==> src/conv_status_pkg.sv <==
// Package: register map, status bit layout and bus carrier types
package conv_status_pkg;

  // ----------------------------------------------------------------------
  // Register byte offsets
  // ----------------------------------------------------------------------
  localparam logic [7:0] OFF_CONTROL = 8'h00;
  localparam logic [7:0] OFF_MODE = 8'h04;
  localparam logic [7:0] OFF_THRESHOLD = 8'h10;
  localparam logic [7:0] OFF_LIVE_STATUS = 8'h14;
  localparam logic [7:0] OFF_PENDING_EVENTS = 8'h18;
  localparam logic [7:0] OFF_EVENT_CLEAR = 8'h1c;
  localparam logic [7:0] OFF_IRQ_ENABLE_SET = 8'h20;
  localparam logic [7:0] OFF_IRQ_ENABLE_CLEAR = 8'h24;
  localparam logic [7:0] OFF_IRQ_MASK = 8'h28;
  localparam logic [7:0] OFF_LAST_RESULT = 8'h2c;

  // ----------------------------------------------------------------------
  // Control command bits
  // ----------------------------------------------------------------------
  localparam int CMD_SOFT_RESET = 0;
  localparam int CMD_BLOCK_ON = 8;
  localparam int CMD_BLOCK_OFF = 9;

  // ----------------------------------------------------------------------
  // Mode bits
  // ----------------------------------------------------------------------
  localparam int MODE_TOUCH_DETECT = 4;
  localparam int MODE_COMPARE = 5;

  // ----------------------------------------------------------------------
  // Threshold field positions
  // ----------------------------------------------------------------------
  localparam int THR_LOWER_LSB = 0;
  localparam int THR_UPPER_LSB = 16;
  localparam int THR_WIDTH = 12;

  // ----------------------------------------------------------------------
  // Status bit positions
  // ----------------------------------------------------------------------
  localparam int ST_DATA_READY = 0;
  localparam int ST_OVERRUN = 1;
  localparam int ST_PEN_TOUCH = 4;
  localparam int ST_CONTACT_LOST = 5;
  localparam int ST_READY = 8;
  localparam int ST_BUSY = 9;
  localparam int ST_BELOW_LOW = 12;
  localparam int ST_ABOVE_HIGH = 13;
  localparam int ST_COMPARE_ELSE = 14;
  localparam int ST_ENABLE = 24;

  // Event bits that can pend, mask and clear
  localparam logic [31:0] EVENT_BITS = 32'h0000_7333;

  // ----------------------------------------------------------------------
  // Reset values
  // ----------------------------------------------------------------------
  localparam logic [31:0] RESET_WORD = 32'h0000_0000;

  // ----------------------------------------------------------------------
  // Carriers
  // ----------------------------------------------------------------------
  typedef struct packed {
    logic psel;
    logic penable;
    logic pwrite;
    logic [7:0] paddr;
    logic [31:0] pwdata;
  } apb_req_s;

  typedef struct packed {
    logic [31:0] prdata;
    logic pready;
    logic pslverr;
  } apb_rsp_s;

  typedef struct packed {
    logic busy;
    logic contact_lost;
    logic pen_touch;
    logic overrun;
    logic conv_done;
    logic [11:0] result;
  } conv_in_s;

endpackage : conv_status_pkg

==> src/conv_status.sv <==
// Converter interface status, compare and event flag logic with APB slave
//
// The implementer's own choice: the APB register port.
`timescale 1ns/10ps
`default_nettype none

module conv_status
  import conv_status_pkg::*;
#(
  parameter int RESULT_WIDTH = 12
)
(
  input wire logic pclk,
  input wire logic presetn,
  input wire apb_req_s apb_req,
  output apb_rsp_s apb_rsp,
  input wire conv_in_s conv_in,
  output logic irq
);

  if (RESULT_WIDTH != THR_WIDTH)
  begin : g_width_check
    $error("RESULT_WIDTH must equal threshold width");
  end

  // ----------------------------------------------------------------------
  // State
  // ----------------------------------------------------------------------
  typedef struct packed {
    logic enabled;
    logic touch_en;
    logic compare_en;
    logic [31:0] mode;
    logic [31:0] threshold;
    logic [11:0] last_result;
    logic data_ready;
    logic overrun;
    logic busy_d;
    logic [31:0] prev_status;
    logic [31:0] pending;
    logic [31:0] mask;
    logic [31:0] rdata;
  } state_s;

  state_s cur;
  state_s next_cur;
  logic [31:0] live;
  logic wr_en;
  logic rd_en;
  logic above;
  logic below;

  function automatic logic hit(input logic [7:0] a, input logic [7:0] off);
    hit = (a == off);
  endfunction : hit

  assign wr_en = apb_req.psel & apb_req.penable & apb_req.pwrite;
  assign rd_en = apb_req.psel & ~apb_req.pwrite & ~apb_req.penable;

  // ----------------------------------------------------------------------
  // Window compare against twelve bit thresholds
  // ----------------------------------------------------------------------
  assign above = cur.last_result >
    cur.threshold[THR_UPPER_LSB +: THR_WIDTH];
  assign below = cur.last_result <
    cur.threshold[THR_LOWER_LSB +: THR_WIDTH];

  // ----------------------------------------------------------------------
  // Live status word
  // ----------------------------------------------------------------------
  always_comb
  begin
    live = RESET_WORD;
    live[ST_ENABLE] = cur.enabled;
    live[ST_ABOVE_HIGH] = cur.compare_en & above;
    live[ST_BELOW_LOW] = cur.compare_en & below;
    live[ST_COMPARE_ELSE] = cur.compare_en & ~above & ~below;
    live[ST_BUSY] = conv_in.busy;
    live[ST_READY] = ~conv_in.busy;
    live[ST_CONTACT_LOST] = cur.touch_en & conv_in.contact_lost;
    live[ST_PEN_TOUCH] = cur.touch_en & conv_in.pen_touch;
    live[ST_OVERRUN] = cur.overrun;
    live[ST_DATA_READY] = cur.data_ready;
  end

  // ----------------------------------------------------------------------
  // Next state
  // ----------------------------------------------------------------------
  always_comb
  begin
    logic [31:0] rise;
    logic [31:0] set_ev;
    rise = live & ~cur.prev_status;
    set_ev = rise & EVENT_BITS;
    set_ev[ST_DATA_READY] = conv_in.conv_done;
    next_cur = cur;
    next_cur.prev_status = live;
    next_cur.busy_d = conv_in.busy;
    if (conv_in.conv_done)
    begin
      next_cur.last_result = conv_in.result[THR_WIDTH-1:0];
      next_cur.data_ready = 1'b1;
    end
    // New sequence restarts overrun tracking
    if (conv_in.busy & ~cur.busy_d)
      next_cur.overrun = 1'b0;
    if (conv_in.overrun)
      next_cur.overrun = 1'b1;
    next_cur.rdata = RESET_WORD;
    if (rd_en)
    begin
      if (hit(apb_req.paddr, OFF_MODE))
        next_cur.rdata = cur.mode;
      else if (hit(apb_req.paddr, OFF_THRESHOLD))
        next_cur.rdata = cur.threshold;
      else if (hit(apb_req.paddr, OFF_LIVE_STATUS))
        next_cur.rdata = live;
      else if (hit(apb_req.paddr, OFF_PENDING_EVENTS))
        next_cur.rdata = cur.pending;
      else if (hit(apb_req.paddr, OFF_IRQ_MASK))
        next_cur.rdata = cur.mask;
      else if (hit(apb_req.paddr, OFF_LAST_RESULT))
        next_cur.rdata = {20'h0, cur.last_result};
    end
    if (wr_en)
    begin
      if (hit(apb_req.paddr, OFF_CONTROL))
      begin
        if (apb_req.pwdata[CMD_BLOCK_ON])
          next_cur.enabled = 1'b1;
        if (apb_req.pwdata[CMD_BLOCK_OFF])
          next_cur.enabled = 1'b0;
      end
      if (hit(apb_req.paddr, OFF_MODE))
      begin
        next_cur.mode = apb_req.pwdata;
        next_cur.touch_en = apb_req.pwdata[MODE_TOUCH_DETECT];
        next_cur.compare_en = apb_req.pwdata[MODE_COMPARE];
      end
      if (hit(apb_req.paddr, OFF_THRESHOLD))
        next_cur.threshold = apb_req.pwdata & 32'h0fff_0fff;
      if (hit(apb_req.paddr, OFF_EVENT_CLEAR))
        next_cur.pending = cur.pending & ~apb_req.pwdata;
      if (hit(apb_req.paddr, OFF_IRQ_ENABLE_SET))
        next_cur.mask = cur.mask | (apb_req.pwdata & EVENT_BITS);
      if (hit(apb_req.paddr, OFF_IRQ_ENABLE_CLEAR))
        next_cur.mask = cur.mask & ~apb_req.pwdata;
    end
    // Set wins over a simultaneous clear
    next_cur.pending = next_cur.pending | set_ev;
    if (wr_en && hit(apb_req.paddr, OFF_CONTROL) &&
        apb_req.pwdata[CMD_SOFT_RESET])
    begin
      next_cur = '0;
    end
  end

  always_ff @(posedge pclk or negedge presetn)
  begin
    if (!presetn)
      cur <= '0;
    else
      cur <= next_cur;
  end

  // ----------------------------------------------------------------------
  // Outputs
  // ----------------------------------------------------------------------
  assign apb_rsp.prdata = cur.rdata;
  assign apb_rsp.pready = 1'b1;
  assign apb_rsp.pslverr = 1'b0;
  assign irq = |(cur.pending & cur.mask);

  // ----------------------------------------------------------------------
  // Assertions
  // ----------------------------------------------------------------------
  logic soft_wr;
  assign soft_wr = wr_en && hit(apb_req.paddr, OFF_CONTROL)
    && apb_req.pwdata[CMD_SOFT_RESET];
endmodule : conv_status

`default_nettype wire

==> config.mk <==
export PLATFORM = sky130hd
export DESIGN_NAME = conv_status
export DESIGN_NICKNAME = d
export VERILOG_FILES = /design/src/conv_status_pkg.sv /design/src/conv_status.sv
export SDC_FILE = /design/constraint.sdc
export NUM_CORES = 1
export LEC_CHECK = 0
export ABC_AREA = 1
export BUFFER_PORTS_ARGS = -buffer_cell sky130_fd_sc_hd__clkbuf_2
export CAP_MARGIN = 10
export CORE_UTILIZATION = 53
export DETAILED_ROUTE_END_ITERATION = 8
export PLACE_DENSITY = 0.75
export REMOVE_ABC_BUFFERS = 1
export SYNTH_ARGS = -nofsm -noshare
export SYNTH_HDL_FRONTEND = slang
export SYNTH_SLANG_ARGS = --single-unit
==> constraint.sdc <==
create_clock -name pclk -period 1.3 [get_ports pclk]
set_input_delay 0.065 -clock pclk [delete_from_list [all_inputs] [get_ports pclk]]
set_output_delay 0.065 -clock pclk [all_outputs]
set_load 0.005 [all_outputs]
==> run summary <==
The category of cells accounting for the largest share of critical-path delay is simple AND/OR/NAND/NOR gates. The number of buffers added by the clock tree synthesis step came out at 17. For this block, the via count after detailed routing is 8349. The run finished, with violations left.

The number of buffers on the longest clock path is 2. The total overflow reported by the global router is 0. The worst-case vdd ir drop is 1.111 mV. The count of clock tree sinks came out at 175. The worst setup path is of the flip-flop to primary output kind. Setup repair after global routing could not meet its margin everywhere. The delay of the slowest critical-path stage came out at 370 ps. The area overhead of the layout relative to synthesis is 31.89%.

Yosys mapped the design onto 39 distinct sky130hd cell types. The count of endpoints failing hold in the final timing report is 0. The horizontal die dimension is 130.6 um. The global placement routability congestion came out at 0.9361. The count of antenna diodes in the layout came out at 0. On the critical path, the stage with the largest delay is an instance of sky130_fd_sc_hd__dfrtp_1. The gate count after technology mapping is 1057. The net count of the finished layout is 1351.

The full die area is 17070 sq um. Clock-pin slew was measured on the worst setup and hold paths at 70 ps. Between clock sinks in the finished design, the worst skew comes to 15.72 ps. The floorplan row count came out at 46. The critical path data required time is 1240 ps. The top achievable clock speed came out at 0.5601 GHz. Max-cap violations in this run came to 0.

The worst hold path passes through 5 cells. The total global-route track usage came out at 0.3228. In this run the most critical hold path is launched from apb_req[0]. The combined area of all synthesized cells came out at 8770 sq um. The critical path buffer and inverter count came out at 2. The endpoint of the worst hold-timing path is cur[32]$_DFFE_PN0P_. The met3 track utilization from global routing came out at 0.05863.

After synthesis, the share of flip-flops with an asynchronous set or reset is 1.000. Dividing the detail-routed wire length by the instance count gives 17.51 um. The detailed router finished its first iteration with 780 violations. The power density over cell area came out at 1042 nW/um^2. TritonCTS built the clock tree. Summed over all layers, the routed wires come to 26180 um.

For this configuration, the core starts out at a cell density of 0.5481. For this run, the detailed router's first-pass iteration total came to 8. Entering global routing, the biggest net connects 46 pins. The first global-routing pass estimated 41230 um of wire. The pin slew with the least headroom to its limit is 564.1 ps. The number of remaining DRC errors came out at 0. The post-DP HPWL came out at 18020 um.

Once routing completed, OpenROAD measured the worst setup slack at -485.5 ps. The data arrival time of the worst path came out at 1720 ps. The standard cell core area came out at 16000 sq um. Dividing the final minimum period by the clock period gives 1.373. In this run the critical register-to-register path is captured at cur[78]$_DFF_PN0_.

The initial antenna violation count is 0. The worst setup path is captured at a primary output. Of the synthesized area, sequential elements account for 0.4994.

The minimum clock period came out at 1786 ps. Using the TritonRoute via totals, the vias-per-cell ratio works out to 5.585. The clock latency reported for the late side of the worst-skew pair is 440 ps.

For met2 alone, demand over resource in global routing was 0.5142. The layer flagged by global routing as most heavily used is met2. The number of nets with antenna violations after detailed routing is 0. Traced cell by cell, the critical path runs through inv_2 -> o22ai_4 -> a221oi_2 -> nand2_1 -> nor2_2 -> nand2_1 -> clkbuf_2. The path class of the tightest hold or removal check is input pin to flip-flop. The leakage power total is 6.010 nW. STA classifies the critical path startpoint as a flip-flop.

For this run, global-route usage on met1 was measured as 0.4279. The post-synthesis register bit count is 175. The number of warnings printed during yosys synthesis is 0. The cell chosen for the clock root is sky130_fd_sc_hd__clkbuf_16. The final reports fail on negative setup slack. The ratio of cells with drive above 1 in the final layout is 0.2541. In this run the critical register-to-register path is launched from cur[140]$_DFFE_PN0P_. The number of top-level design ports is 97. The mean instance size in the synthesized netlist came out at 8.297 sq um.

The count of final setup violators came out at 10. The total design power is 0.01205 W. The number of cells on the worst reg-to-reg path is 9. In the synthesized netlist the dominant register cell turns out to be sky130_fd_sc_hd__dfrtp_1. The final number of max-transition violations is 0. The die extent in y came out at 130.6 um. The clock tree synthesis step divided the H-tree into 4 levels.

The setup slack of the worst register-to-register path came out at -440 ps. The peak fanout along the critical path came out at 2. Summed over all failing endpoints, the final setup total negative slack is -3374 ps. The normalized max-slew margin is 0.6228. Counting flops with a built-in enable in the synthesized netlist gives 0. The number of global-route vias before repair is 8025.

The cell that appears most often on the critical path is sky130_fd_sc_hd__nand2_1. The count of buffers from port buffering came out at 94.
-- registers in the layout (all words and copies together), names as in the netlist --
register	count
apb_rsp	32
cur	143
-- logic make-up after synthesis --
| group | count (synthesis) | synth area share |
|---|---|---|
| adder cells (fa/ha/maj) | 23 | 0.03282 |
| flip-flops | 175 | 0.4994 |
| AO/OA/AOI/OAI | 292 | 0.1896 |
| other | 2 | 0.0008564 |
| buffers and inverters | 253 | 0.1277 |
| AND/OR/NAND/NOR | 312 | 0.1497 |
-- worst max path at each step --
stage | from | endpoint | slack (ps) | cells past startpoint
2_1_floorplan | apb_req[41] | cur[77]$_DFF_PN0_ | -1200 | 7
3_3_place_gp | cur[142]$_DFFE_PN0P_ | cur[77]$_DFF_PN0_ | -270 | 11
3_5_place_dp | cur[142]$_DFFE_PN0P_ | cur[77]$_DFF_PN0_ | -390 | 11
4_1_cts | cur[75]$_DFFE_PN0P_ | irq | -460 | 7
5_1_grt | cur[55]$_DFFE_PN0P_ | irq | -560 | 6
6_report | cur[75]$_DFFE_PN0P_ | irq | -490 | 7
-- worst min-delay path, delay by kind of cell --
family / cells / cell delay (ps)
AND/OR/NAND/NOR: 2 / 130
AO/OA/AOI/OAI: 1 / 60
buffers and inverters: 2 / 210
-- layout make-up --
class	instances	area (sq um)
multi-input combinational	629	3506
clock inverter	11	128.9
timing repair buffer	274	2162
sequential	175	4384
tap	216	270.3
fill	1155	4434
inverter	169	634.4
clock buffer	21	480.5
-- synthesized netlist by cell type, types with 3 or more instances --
cell type / instances / area, sq um
sky130_fd_sc_hd__o221ai_1: 5 / 43.79
sky130_fd_sc_hd__buf_4: 35 / 262.8
sky130_fd_sc_hd__buf_2: 13 / 65.06
sky130_fd_sc_hd__ha_1: 23 / 287.8
sky130_fd_sc_hd__nand3_1: 33 / 165.2
sky130_fd_sc_hd__buf_6: 3 / 33.78
sky130_fd_sc_hd__a21oi_1: 79 / 395.4
sky130_fd_sc_hd__o22ai_1: 25 / 156.4
sky130_fd_sc_hd__o211ai_1: 5 / 37.54
sky130_fd_sc_hd__o21ai_1: 16 / 80.08
sky130_fd_sc_hd__o31ai_1: 16 / 120.1
sky130_fd_sc_hd__dfrtp_1: 175 / 4379
sky130_fd_sc_hd__nor2_1: 61 / 229.0
sky130_fd_sc_hd__a211oi_1: 4 / 30.03
sky130_fd_sc_hd__nand4_1: 16 / 100.1
sky130_fd_sc_hd__a221oi_1: 7 / 61.31
sky130_fd_sc_hd__inv_2: 6 / 22.52
sky130_fd_sc_hd__nand2_1: 192 / 720.7
sky130_fd_sc_hd__o21ai_0: 119 / 595.6
sky130_fd_sc_hd__clkbuf_1: 31 / 116.4
sky130_fd_sc_hd__a31oi_1: 3 / 18.77
sky130_fd_sc_hd__inv_1: 163 / 611.8
sky130_fd_sc_hd__a21boi_0: 5 / 37.54
-- power by group --
group / switching [W] / leakage, nW / total, W / internal, W
Sequential: 0.0000995 / 2.13 / 0.00567 / 0.00557
Clock: 0.00220 / 0.284 / 0.00525 / 0.00305
Combinational: 0.000628 / 3.59 / 0.00113 / 0.000506
Total: 0.00293 / 6.01 / 0.0121 / 0.00913
-- routing by layer --
metal / vias up / wire length (um)
met3: 85 / 1899
li1: 3847 / -
met1: 3986 / 10760
met5: - / 0
met2: 431 / 12590
met4: 0 / 942
-- placed cells by master (no fill, tap or decap), types with 5 or more instances in the layout --
cell type                       instances
sky130_fd_sc_hd__a21boi_0               5
sky130_fd_sc_hd__a21oi_1               71
sky130_fd_sc_hd__a21oi_2                8
sky130_fd_sc_hd__buf_12                16
sky130_fd_sc_hd__buf_4                112
sky130_fd_sc_hd__clkbuf_16             17
sky130_fd_sc_hd__clkbuf_2              93
sky130_fd_sc_hd__clkinvlp_4             5
sky130_fd_sc_hd__dfrtp_1              171
sky130_fd_sc_hd__dlygate4sd3_1         49
sky130_fd_sc_hd__ha_1                  15
sky130_fd_sc_hd__ha_4                   8
sky130_fd_sc_hd__inv_1                155
sky130_fd_sc_hd__inv_2                 14
sky130_fd_sc_hd__nand2_1              186
sky130_fd_sc_hd__nand2_2                6
sky130_fd_sc_hd__nand3_1               31
sky130_fd_sc_hd__nand4_1               16
sky130_fd_sc_hd__nor2_1                57
sky130_fd_sc_hd__o211ai_1               5
sky130_fd_sc_hd__o21ai_0              115
sky130_fd_sc_hd__o21ai_1               19
sky130_fd_sc_hd__o221ai_1               5
sky130_fd_sc_hd__o22ai_1               22
sky130_fd_sc_hd__o31ai_1               16
-- what timing repair did --
action                                 in CTS  in global routing
gates cloned                                0                  0
resized for setup                          31                 27
setup buffers                               3                  6
setup endpoints to repair                  10                 11
pin swaps                                  16                 20
endpoints found under the hold margin     252                  0
hold buffers                               49                  0
-- stage by stage --
stage	util	cells	hold WS, ps	cell area (sq um)	setup WS [ps]
after floorplan	-	973	-230.6	8284	-1203
after global placement	0.6345	1405	-2.367	10150	-274.3
after detailed placement	0.6345	1405	-4.455	10150	-388.6
after CTS	0.7120	1489	51.19	11390	-461.7
after global routing	0.7229	1495	94.61	11570	-560.1
final	0.7229	1495	68.76	11570	-485.5
(Power assumes the default switching activity.)
